File: src/common/cascade_timer_defines.svh
// Register indices, field positions, reset values and prescaler constants
`ifndef CASCADE_TIMER_DEFINES_SVH
`define CASCADE_TIMER_DEFINES_SVH

// Register indices; the byte address on the bus is four times the index
`define IDX_LOW_MODE 8'h23
`define IDX_PAIR_CTRL 8'h24
`define IDX_CASCADE_MODE 8'h25
`define IDX_COMPARE_LOW 8'h26
`define IDX_COMPARE_HIGH 8'h27
`define IDX_PWM_LOW 8'h28
`define IDX_PWM_HIGH 8'h29
`define IDX_COUNT_STATUS 8'h2a

// Reset values
`define RST_PWM_LOW 8'hff
`define RST_PWM_HIGH 8'hff
`define RST_PWM_VALUE 12'hfff
`define RST_CTRL 8'h00
`define RST_MODE 8'h00
`define RST_COMPARE 16'h0000

// Operating mode field encodings
`define OPM_PWM12 2'b10
`define OPM_PPG16 2'b11

// Field positions inside the combined PWM value
`define PWM_DUTY_HI_MSB 11
`define PWM_DUTY_HI_LSB 8
`define PWM_DUTY_LO_MSB 7
`define PWM_DUTY_LO_LSB 4
`define PWM_EXTRA_MSB 3

// Frame and overflow figures
`define LOW_BYTE_TOP 8'hff
`define FRAME_LAST 4'hf
`define PRESCALE_W 11

`endif

File: src/common/cascade_timer_pkg.sv
// Types shared by the cascaded counter and its source clock generator
package cascade_timer_pkg;

  // Cascaded mode register layout, msb first
  typedef struct packed {
    logic dbe;
    logic [2:0] clk_sel;
    logic lvl_sel;
    logic ext_sel;
    logic [1:0] op_mode;
  } mode_reg_t;

  // Pair control register layout, msb first
  typedef struct packed {
    logic [4:0] spare;
    logic cascade;
    logic high_run;
    logic low_run;
  } ctrl_reg_t;

  // What the counter is doing this cycle
  typedef enum logic [1:0] {
    RUN_IDLE,
    RUN_COUNT,
    RUN_PWM
  } run_mode_t;

endpackage

File: src/hw/source_tick_gen.sv
// Source clock tick generator: prescaler taps and external pin edge detect
`timescale 1ns/100ps
module source_tick_gen
  import cascade_timer_pkg::*;
(
  input wire logic clk_i,
  input wire logic rst_i,
  input wire logic [2:0] clk_sel_i,
  input wire logic ext_sel_i,
  input wire logic ext_pin_i,
  output logic tick_o
);
`include "cascade_timer_defines.svh"

  logic [`PRESCALE_W-1:0] div_q;
  logic sync1_q;
  logic sync2_q;
  logic sync3_q;
  logic fall;
  logic pre_tick;

  // Mask of prescaler bits that must be all ones for one tick
  function automatic logic [`PRESCALE_W-1:0] tap_mask(logic [2:0] sel);
    case (sel)
      3'h0: tap_mask = 11'h7ff;
      3'h1: tap_mask = 11'h3ff;
      3'h2: tap_mask = 11'h0ff;
      3'h3: tap_mask = 11'h03f;
      3'h4: tap_mask = 11'h00f;
      3'h5: tap_mask = 11'h003;
      3'h6: tap_mask = 11'h001;
      default: tap_mask = 11'h000;
    endcase
  endfunction

  // Free running prescaler
  always_ff @(posedge clk_i)
  begin
    if (rst_i)
      div_q <= '0;
    else
      div_q <= div_q + 11'h001;
  end

  // Pin synchroniser; the first stage feeds only the second
  always_ff @(posedge clk_i)
  begin
    if (rst_i)
    begin
      sync1_q <= 1'b1;
      sync2_q <= 1'b1;
      sync3_q <= 1'b1;
    end
    else
    begin
      sync1_q <= ext_pin_i;
      sync2_q <= sync1_q;
      sync3_q <= sync2_q;
    end
  end

  // One pulse per falling edge, one per prescaler period
  assign fall = sync3_q & ~sync2_q;
  assign pre_tick = (div_q & tap_mask(clk_sel_i)) == tap_mask(clk_sel_i);

  // Source selection, registered
  always_ff @(posedge clk_i)
  begin
    if (rst_i)
      tick_o <= 1'b0;
    else
      tick_o <= ext_sel_i ? fall : pre_tick;
  end

endmodule

File: src/hw/cascaded_event_counter_pwm12.sv
// Cascaded 16-bit event counter and 12-bit PWM with a Wishbone slave
`timescale 1ns/100ps
module cascaded_event_counter_pwm12
  import cascade_timer_pkg::*;
(
  input wire logic clk_i,
  input wire logic rst_i,
  input wire logic cyc_i,
  input wire logic stb_i,
  input wire logic we_i,
  input wire logic [3:0] sel_i,
  input wire logic [31:0] adr_i,
  input wire logic [31:0] dat_i,
  output logic [31:0] dat_o,
  output logic ack_o,
  input wire logic external_count_pin_i,
  output logic pwm_output_pin_o,
  output logic high_timer_irq_o,
  output logic low_timer_irq_o
);
`include "cascade_timer_defines.svh"

  ctrl_reg_t ctrl_q;
  mode_reg_t mode_q;
  logic [7:0] low_mode_q;
  logic [7:0] compare_low_q;
  logic [15:0] cmp_buf_q;
  logic [15:0] cmp_act_q;
  logic [7:0] pwm_low_q;
  logic [7:0] pwm_high_q;
  logic [11:0] pwm_act_q;
  logic [15:0] cnt_q;
  logic [3:0] frame_q;
  logic tick;
  logic active;
  run_mode_t run_mode;
  logic wr;
  logic [7:0] idx;
  logic mapped;
  logic [31:0] rdata;
  logic [15:0] cnt_nxt;
  logic cmp_hit;
  logic overflow;
  logic frame_end;
  logic [7:0] duty;
  logic [8:0] toggle_at;

  // Next counter value, shared by the compare check and the counter
  function automatic logic [15:0] next_count(logic [15:0] cnt);
    next_count = cnt + 16'h0001;
  endfunction

  // Whether the frame slot gets the one-count extra pulse
  function automatic logic extra_pulse(logic [3:0] frame, logic [3:0] en);
    logic hit;
    hit = 1'b0;
    if (en[0] && frame == 4'h8)
      hit = 1'b1;
    if (en[1] && frame[2:0] == 3'h4)
      hit = 1'b1;
    if (en[2] && frame[1:0] == 2'h2)
      hit = 1'b1;
    if (en[3] && frame[0])
      hit = 1'b1;
    extra_pulse = hit;
  endfunction

  // Mode decode; only the high timer fields steer the pair
  function automatic run_mode_t run_decode(ctrl_reg_t c, mode_reg_t m);
    run_mode_t r;
    r = RUN_IDLE;
    if (c.cascade && c.high_run)
    begin
      case (m.op_mode)
        `OPM_PWM12: r = RUN_PWM;
        `OPM_PPG16: r = RUN_IDLE;
        default: r = RUN_COUNT;
      endcase
    end
    run_decode = r;
  endfunction

  // Source clock ticks from prescaler or external pin
  source_tick_gen u_tick (
    .clk_i(clk_i),
    .rst_i(rst_i),
    .clk_sel_i(mode_q.clk_sel),
    .ext_sel_i(mode_q.ext_sel),
    .ext_pin_i(external_count_pin_i),
    .tick_o(tick)
  );

  // Bus decode; a write lands on the edge where ack is seen high
  assign idx = adr_i[9:2];
  assign mapped = adr_i[31:10] == 22'h0 && adr_i[1:0] == 2'h0;
  assign wr = cyc_i & stb_i & we_i & ack_o & sel_i[0] & mapped;

  // Derived run state and event conditions
  assign run_mode = run_decode(ctrl_q, mode_q);
  assign active = run_mode != RUN_IDLE;
  assign cnt_nxt = next_count(cnt_q);
  assign cmp_hit = run_mode == RUN_COUNT && tick && cnt_nxt == cmp_act_q;
  assign overflow = run_mode == RUN_PWM && tick &&
                    cnt_q[7:0] == `LOW_BYTE_TOP;
  assign frame_end = overflow && frame_q == `FRAME_LAST;
  assign duty = {pwm_act_q[`PWM_DUTY_HI_MSB:`PWM_DUTY_HI_LSB],
                 pwm_act_q[`PWM_DUTY_LO_MSB:`PWM_DUTY_LO_LSB]};
  assign toggle_at = {1'b0, duty} +
    {8'h00, extra_pulse(frame_q, pwm_act_q[`PWM_EXTRA_MSB:0])};

  // Read multiplexer
  always_comb
  begin
    rdata = 32'h0000_0000;
    if (mapped)
    begin
      case (idx)
        `IDX_LOW_MODE: rdata = {24'h0, low_mode_q};
        `IDX_PAIR_CTRL: rdata = {24'h0, ctrl_q};
        `IDX_CASCADE_MODE: rdata = {24'h0, mode_q};
        `IDX_COMPARE_LOW: rdata = {24'h0, compare_low_q};
        `IDX_COMPARE_HIGH: rdata = {24'h0, cmp_buf_q[15:8]};
        `IDX_PWM_LOW: rdata = {24'h0, pwm_low_q};
        `IDX_PWM_HIGH: rdata = {24'h0, pwm_high_q};
        `IDX_COUNT_STATUS: rdata = {11'h0, active, frame_q, cnt_q};
        default: rdata = 32'h0000_0000;
      endcase
    end
  end

  // Wishbone answer: one wait state, ack for one cycle, data registered
  always_ff @(posedge clk_i)
  begin
    if (rst_i)
    begin
      ack_o <= 1'b0;
      dat_o <= 32'h0000_0000;
    end
    else
    begin
      ack_o <= cyc_i & stb_i & ~ack_o;
      if (cyc_i && stb_i && !ack_o)
        dat_o <= rdata;
    end
  end

  // Control registers; the mode registers lock while either run bit is set
  always_ff @(posedge clk_i)
  begin
    if (rst_i)
    begin
      ctrl_q <= `RST_CTRL;
      mode_q <= `RST_MODE;
      low_mode_q <= `RST_MODE;
    end
    else if (wr)
    begin
      if (idx == `IDX_PAIR_CTRL)
        ctrl_q <= {5'h00, dat_i[2:0]};
      if (idx == `IDX_CASCADE_MODE && !ctrl_q.low_run && !ctrl_q.high_run)
        mode_q <= dat_i[7:0];
      if (idx == `IDX_LOW_MODE && !ctrl_q.low_run && !ctrl_q.high_run)
        low_mode_q <= dat_i[7:0];
    end
  end

  // Compare holding, double buffer and active value
  always_ff @(posedge clk_i)
  begin
    if (rst_i)
    begin
      compare_low_q <= 8'h00;
      cmp_buf_q <= `RST_COMPARE;
      cmp_act_q <= `RST_COMPARE;
    end
    else
    begin
      if (wr && idx == `IDX_COMPARE_LOW)
        compare_low_q <= dat_i[7:0];
      if (wr && idx == `IDX_COMPARE_HIGH)
      begin
        cmp_buf_q <= {dat_i[7:0], compare_low_q};
        if (!active || !mode_q.dbe)
          cmp_act_q <= {dat_i[7:0], compare_low_q};
      end
      else if (cmp_hit && mode_q.dbe)
        cmp_act_q <= cmp_buf_q;
    end
  end

  // PWM holding registers, buffer and active value
  always_ff @(posedge clk_i)
  begin
    if (rst_i)
    begin
      pwm_low_q <= `RST_PWM_LOW;
      pwm_high_q <= `RST_PWM_HIGH;
      pwm_act_q <= `RST_PWM_VALUE;
    end
    else
    begin
      if (wr && idx == `IDX_PWM_LOW)
        pwm_low_q <= dat_i[7:0];
      if (wr && idx == `IDX_PWM_HIGH)
      begin
        pwm_high_q <= dat_i[7:0];
        if (!active || !mode_q.dbe)
          pwm_act_q <= {dat_i[3:0], pwm_low_q};
      end
      else if (frame_end && mode_q.dbe)
        pwm_act_q <= {pwm_high_q[3:0], pwm_low_q};
    end
  end

  // Up counter and frame counter
  always_ff @(posedge clk_i)
  begin
    if (rst_i)
    begin
      cnt_q <= 16'h0000;
      frame_q <= 4'h0;
    end
    else
    begin
      case (run_mode)
        RUN_COUNT:
        begin
          frame_q <= 4'h0;
          if (cmp_hit)
            cnt_q <= 16'h0000;
          else if (tick)
            cnt_q <= cnt_nxt;
        end
        RUN_PWM:
        begin
          if (overflow)
          begin
            cnt_q <= 16'h0000;
            frame_q <= frame_q + 4'h1;
          end
          else if (tick)
            cnt_q <= {8'h00, cnt_nxt[7:0]};
        end
        default:
        begin
          cnt_q <= 16'h0000;
          frame_q <= 4'h0;
        end
      endcase
    end
  end

  // PWM pin level
  always_ff @(posedge clk_i)
  begin
    if (rst_i)
      pwm_output_pin_o <= 1'b0;
    else if (run_mode != RUN_PWM)
      pwm_output_pin_o <= mode_q.lvl_sel;
    else if (overflow)
      pwm_output_pin_o <= mode_q.lvl_sel ^ (duty == 8'h00 && !extra_pulse(
        frame_q + 4'h1, pwm_act_q[`PWM_EXTRA_MSB:0]));
    else if (tick && {1'b0, cnt_nxt[7:0]} == toggle_at)
      pwm_output_pin_o <= ~mode_q.lvl_sel;
  end

  // Interrupt request pulses, one cycle each
  always_ff @(posedge clk_i)
  begin
    if (rst_i)
    begin
      high_timer_irq_o <= 1'b0;
      low_timer_irq_o <= 1'b0;
    end
    else
    begin
      high_timer_irq_o <= cmp_hit | frame_end;
      low_timer_irq_o <= overflow;
    end
  end

endmodule

File: config.mk
export PLATFORM = sky130hd
export DESIGN_NAME = cascaded_event_counter_pwm12
export DESIGN_NICKNAME = d
export VERILOG_FILES = /design/src/common/cascade_timer_pkg.sv /design/src/hw/source_tick_gen.sv /design/src/hw/cascaded_event_counter_pwm12.sv
export VERILOG_INCLUDE_DIRS = /design/src /design/src/common
export SDC_FILE = /design/constraint.sdc
export NUM_CORES = 1
export LEC_CHECK = 0
export BUFFER_PORTS_ARGS = -buffer_cell sky130_fd_sc_hd__buf_2
export CAP_MARGIN = 20
export CORE_UTILIZATION = 50
export CTS_CLUSTER_SIZE = 12
export DETAILED_ROUTE_END_ITERATION = 16
export PLACE_DENSITY = 0.71
export SLEW_MARGIN = 20
export SYNTH_ARGS = -nofsm -noshare
export SYNTH_HDL_FRONTEND = slang
export SYNTH_SLANG_ARGS = --single-unit
File: constraint.sdc
create_clock -name clk_i -period 4.2 [get_ports clk_i]
set_input_delay 1.26 -clock clk_i [delete_from_list [all_inputs] [get_ports clk_i]]
set_output_delay 1.26 -clock clk_i [all_outputs]
set_load 0.02 [all_outputs]
# Word-level counts from Yosys, hierarchy flattened
# Cells that the tools add are included.
# Widths: inputs -> output; s select.
[word_totals]
reg_bits = 158
input_bits = 74
out_inout_bits = 36
word_cells = 161
[classes]
n_addsub = 4
eq_ne = 34
muxes = 31
bitwise_logic = 14
reduce_logical = 51
[ops]
columns = ["operator", "count"]
rows = [
  ["$pmux 21 s8", 1],
  ["$mux 16", 7],
  ["$pmux 11 s7", 1],
  ["$eq 8x6->1 const B", 8],
  ["$mux 12", 3],
  ["$pmux 16 s2", 1],
  ["$logic_and 1x1->1", 29],
  ["$logic_not 22->1", 1],
  ["$mux 21", 1],
  ["$add 16x1->16 const B", 1],
  ["$eq 16x16->1", 1],
  ["$eq 3x3->1 const B", 5],
  ["$mux 1", 15],
  ["$eq 4x4->1 const B", 3],
  ["$reduce_and 2->1", 6],
  ["$add 11x1->11 const B", 1],
  ["$and 11x11->11", 1],
  ["$eq 11x11->1", 1],
  ["$eq 2x2->1 const B", 5],
  ["$add 8x1->9", 1],
  ["$eq 8x9->1", 1],
  ["$eq 8x8->1 const B", 1],
  ["$logic_not 8->1", 1],
  ["$and 1x1->1", 7],
  ["other kinds (19)", 32],
]

# Longest topological paths before layout
[logic_depth]
ltp_word = 15
depth_mapped = 14
ltp_nobuf = 13

# Hierarchy
# A second synthesis with hierarchy kept.
[unflattened]
cells_unflattened = 870
hier_area_um2 = 7518.5
[by_module_without_submodules]
columns = ["mod", "instances", "cells_each", "area_each_um2", "seq_area_each_um2"]
rows = [
  ["cascaded_event_counter_pwm12", 1, 801, 6896.6, 2642.5],
  ["source_tick_gen", 1, 69, 621.8, 300.3],
]

# Worst setup path before layout
# Ideal clock, no wire load.
[synth_path]
kind = "input to register"
startpoint = "input port adr_i[29]"
endpoint = "register pwm_act_q[1]"
setup_ns = 0.120
t_arrival_ns = 3.494
t_required_ns = 4.080
setup_slack_ns = 0.586
path_stages = 8
n_path_buf = 2
path_cell_list = "nor4_1 > nand4_1 > or4_4 > and2b_1 > mux2_2 > buf_2 > buf_2 > a211o_1"
[synth_via]
elab_chain_cells = 6
elab_cells_between_ends = 8
cone_classes = "1 x eq/ne; 1 x mux; 1 x bitwise; 5 x reduce/logical"
[synth_rtl]
columns = ["element", "line", "text"]
rows = [
  ["from (decl)", "cascaded_event_counter_pwm12.sv:12", "input wire logic [31:0] adr_i,"],
  ["$logic_not 22->1 (*)", "cascaded_event_counter_pwm12.sv:95", "assign mapped = adr_i[31:10] == 22'h0 && adr_i[1:0] == 2'h0;"],
  ["$logic_and 1x1->1 (*)", "cascaded_event_counter_pwm12.sv:95", ""],
  ["$and 1x1->1 (*)", "cascaded_event_counter_pwm12.sv:96", "assign wr = cyc_i & stb_i & we_i & ack_o & sel_i[0] & mapped;"],
  ["$logic_and 1x1->1 (no source line) (*)", "n/a", ""],
  ["$ne 2x2->1 (no source line) / $reduce_bool 2->1 (equally long branches)", "n/a", ""],
  ["$reduce_and 2->1 (no source line)", "n/a", ""],
  ["to (signal assigned)", "cascaded_event_counter_pwm12.sv:198", "pwm_act_q <= `RST_PWM_VALUE;"],
  ["to (signal assigned)", "cascaded_event_counter_pwm12.sv:208", "pwm_act_q <= {dat_i[3:0], pwm_low_q};"],
  ["to (signal assigned)", "cascaded_event_counter_pwm12.sv:211", "pwm_act_q <= {pwm_high_q[3:0], pwm_low_q};"],
  ["to (decl)", "cascaded_event_counter_pwm12.sv:31", "logic [11:0] pwm_act_q;"],
]
# Mark *: on every way between the ends. The rest lies on a longest branch, timed or not.
# A chain may end at the register's enable or synchronous reset.

# Worst setup path in the final report
[layout_path]
startpoint = "register cnt_q[2]"
endpoint = "register cnt_q[2]"
[layout_via]
elab_chain_cells = 5
elab_cells_between_ends = 13
cone_classes = "1 x add/sub; 4 x eq/ne; 5 x mux; 3 x reduce/logical"
[layout_rtl]
columns = ["element", "line", "text"]
rows = [
  ["from (decl)", "cascaded_event_counter_pwm12.sv:32", "logic [15:0] cnt_q;"],
  ["from (signal assigned)", "cascaded_event_counter_pwm12.sv:232", "cnt_q <= cnt_nxt;"],
  ["from (signal assigned)", "cascaded_event_counter_pwm12.sv:242", "cnt_q <= {8'h00, cnt_nxt[7:0]};"],
  ["$add 16x1->16", "cascaded_event_counter_pwm12.sv:50", "next_count = cnt + 16'h0001;"],
  ["$eq 16x16->1", "cascaded_event_counter_pwm12.sv:102", "assign cmp_hit = run_mode == RUN_COUNT && tick && cnt_nxt == cmp_act_q;"],
  ["$logic_and 1x1->1", "cascaded_event_counter_pwm12.sv:102", ""],
  ["$mux 16 / $ne 3x2->1 (equally long branches)", "n/a", ""],
  ["$pmux 16 s2 / $reduce_and 2->1 (equally long branches)", "n/a", ""],
]
# Several ways; a longest one is shown, not always the timed one. The select of a mux whose other input is x is not followed.

==> impl_results.md <==
* Outcome: finished clean
* Area leader, netlist: dfxtp_1
* Initial Util at 0.514
* DR iter-0 viols at 626
* Top cell type's share of synthesized area at 0.394
* DRT Pass-1 Iters at 5
* Clock sinks at about 150
* Post-synth top cells: 147 x dfxtp_1, 102 x nor2_1, 51 x mux2i_1
* Req. time, crit path at around 4.5 ns
* Share of cells above drive strength 1 at 0.184
* Number of synthesized flops with an enable pin at 0
* Hold Fails Final Rpt at 0
* Main combinational cell family by area after synthesis: simple AND/OR/NAND/NOR gates
* Slowest cell on the critical path: or4_4
* Clock Skews at between 0.006 and 0.007 ns
* CP bufs+invs at 0
* PostCTS Resize Cnt at 0
* Worst-path cell chain: nand3_1 > or4_4 > o311ai_1 > o22ai_1 > nor4_4 > o21ai_1 > a31oi_1 > mux2i_1
* Final min period at 3.53 ns
* Inserted Diodes at 0
* Complex-gate fraction of the synthesized area at 0.146
* First-pass GRT wire length at 28.9 mm
* Die area at approximately 0.015 mm²
* Adder-Cell Fraction of Synth Area at 0.0201
* Most frequent cell after synthesis: dfxtp_1
* Wire length per cell at 17.3 µm
* Main synth FF type: dfxtp_1
* Total power at about 2.9 mW
* DRT Wirelength at between 15 and 20 mm
* Unique masters post-synth at 72
* Cell count after placement at 1031
* # IOs at 110
* Layout Area Growth over Synthesis at 13.3%
* Syn Area/Cell at between 9 and 10 µm²
* XOR/XNOR Fraction of Synth Area at 0.0593
* PwrDens at between 300 and 400 mW/mm²
* CTS tree: yes
* CTS H-tree lvls at 4
* Seq cells post-synth at 147
* CP Launch Type: flop
* Highest cell delay on the worst timing path at between 0.6 and 0.7 ns
* F_max at 283 MHz
* CTS root buf: clkbuf_16
* Share of flip-flops with an asynchronous set or reset at 0
* Detailed placement HPWL at between 10 and 15 mm
* GRT Total Usage at 0.249
* Width of the die at approximately 120 µm
* Post-Syn Instances at 813
* Largest delay contributor family on the critical path: simple AND/OR/NAND/NOR gates
* Endpoints failing setup at 0
* Post-CTS Setup Inserts at 0
* Post-synthesis mux area share at 0.114
* Setup CP Type: flop to flop
* Final layout net count at approximately 950
* Warnings, synthesis at 0
* Fin Setup TNS at 0 ns
* Mapped Area at about 0.0075 mm²
* Hold Buf Count CTS at 0
* Area contributors post-synth: dfxtp_1 39%, mux2i_1 6.8%, nor2_1 5.1%
* PortBufs at 71
* DR vias/cell at 5.77
* Die Ht at 124 µm
* Site Rows at 44
* Simple-gate share of the synthesized area at 0.213
* MaxCap Viol Count at 0
* Initial antenna violation count at 0
* Worst-Skew Late Latency at about 0.43 ns
* Non-Filler Instances at 1063
* Total gr overflow at 0
* Slew Limit Fails at 0
* Slew of the pin with the lowest slew margin at 0.867 ns
* Core box area at 0.0145 mm²
* Clock Tree Buf Depth at 2
* Worst-path clk slew at 0.06 ns
* GP Congestion at 0.905
* Setup crit end kind: flop
* Hold WC Path Type: flop to flop
* Pleak at 3.45 nW
* Final worst-path cycle share at 0.841
* Vias in the first global route at 5526
* ANT nets after route at 0
* Largest net degree at the start of global routing at 131
* Max IR drop VDD at 0.478 mV
* Worst path arrival time at 3.83 ns
* Sequential cell area fraction in the yosys report at 0.394
* DRC Markers at 0
* Vias at 6133
* Slew Limit Headroom at 0.420
* R2r setup slk at 0.67 ns
* Cts bufs inserted at 17
* RSZ-0062 raised after global routing: false
* Crit Path Max Fanout at 11
[cell type report]
cell class	instances	area, µm²
clock buffers	21	460
repair buffers	87	490
inverters	17	63.8
fillers	1328	6080
flip-flops and latches	147	2940
well taps	184	230
clock inverters	11	103
multi-input cells	596	4170
[cells in the final DEF, fill, tap and decap left out, types with 7 or more instances in the layout]
cell type and count:
nand4_1 11, nand2b_1 7, xor2_1 20, buf_4 16, a22oi_1 34, clkbuf_16 17
mux2_2 11, nor2b_1 42, or2_2 8, dfxtp_1 147, xnor2_1 28, nor2_1 102
a211o_1 24, mux2i_1 51, mux2_4 10, nand3_1 25, a21oi_1 13, nor3_1 13
o21ai_0 29, ha_1 12, inv_1 16, nor4_1 9, nand2_1 38, conb_1 11
buf_2 70
[worst register-to-register path, delay by kind of cell, from the launching register on]
| kind | cells | cell delay (ns) |
|---|---|---|
| flip-flops | 1 | 0.60 |
| AND/OR/NAND/NOR | 3 | 1.64 |
| multiplexers | 1 | 0.09 |
| AO/OA/AOI/OAI | 4 | 1.08 |
[path summary, 6_finish.rpt]
check / cells after the start / startpoint / endpoint
worst max-delay path: 8 / cnt_q[2] / cnt_q[2]
worst min-delay path: 1 / u_tick.sync1_q / u_tick.sync2_q
worst max register to register: 8 / cnt_q[2] / cnt_q[2]
worst min register to register: 1 / u_tick.sync1_q / u_tick.sync2_q
[power breakdown]
group	switching (mW)	internal, mW
sequential	0.00309	1.40
clock	0.592	0.847
combinational	0.0623	0.0298
total	0.657	2.28
[state kept, by name, indices dropped and copies added, names as in the netlist, 4 cells and up]
register / cells
dat_o: 21
cmp_act_q: 16
cmp_buf_q: 16
cnt_q: 16
pwm_act_q: 12
u_tick.div_q: 11
compare_low_q: 8
low_mode_q: 8
mode_q: 8
pwm_high_q: 8
pwm_low_q: 8
frame_q: 4
[metrics by stage]
stage	area, µm²	hold slack [ns]	worst slack [ns]	utilization
2_1_floorplan	7500	0.389	0.586	-
3_3_place_gp	7890	0.394	0.335	0.543
3_5_place_dp	7890	0.400	0.319	0.543
4_1_cts	8460	0.415	0.710	0.582
5_1_grt	8460	0.433	0.429	0.582
6_report	8460	0.409	0.668	0.582
[cells by family (layout without fill, tap and decap cells)]
family                   count (synthesis)  count (layout)
AND/OR/NAND/NOR                        299             299
AO/OA/AOI/OAI                          150             150
flip-flops                             147             147
buffers and inverters                   80             136
multiplexers                            75              75
XOR/XNOR                                49              49
adder cells (fa/ha/maj)                 12              12
other                                    1              11
[per-layer routing]
layer  share of wire  track usage  vias to the layer above  wire length [µm]
met1            0.47        0.337                     2920              8660
met5               0            0                        -                 0
met2            0.46        0.394                      187              8380
met4           0.016       0.0774                        0               302
li1                -            -                     3000                 -
met3           0.054       0.0531                       26               997
No activity file was read; power rests on OpenSTA's default activity.
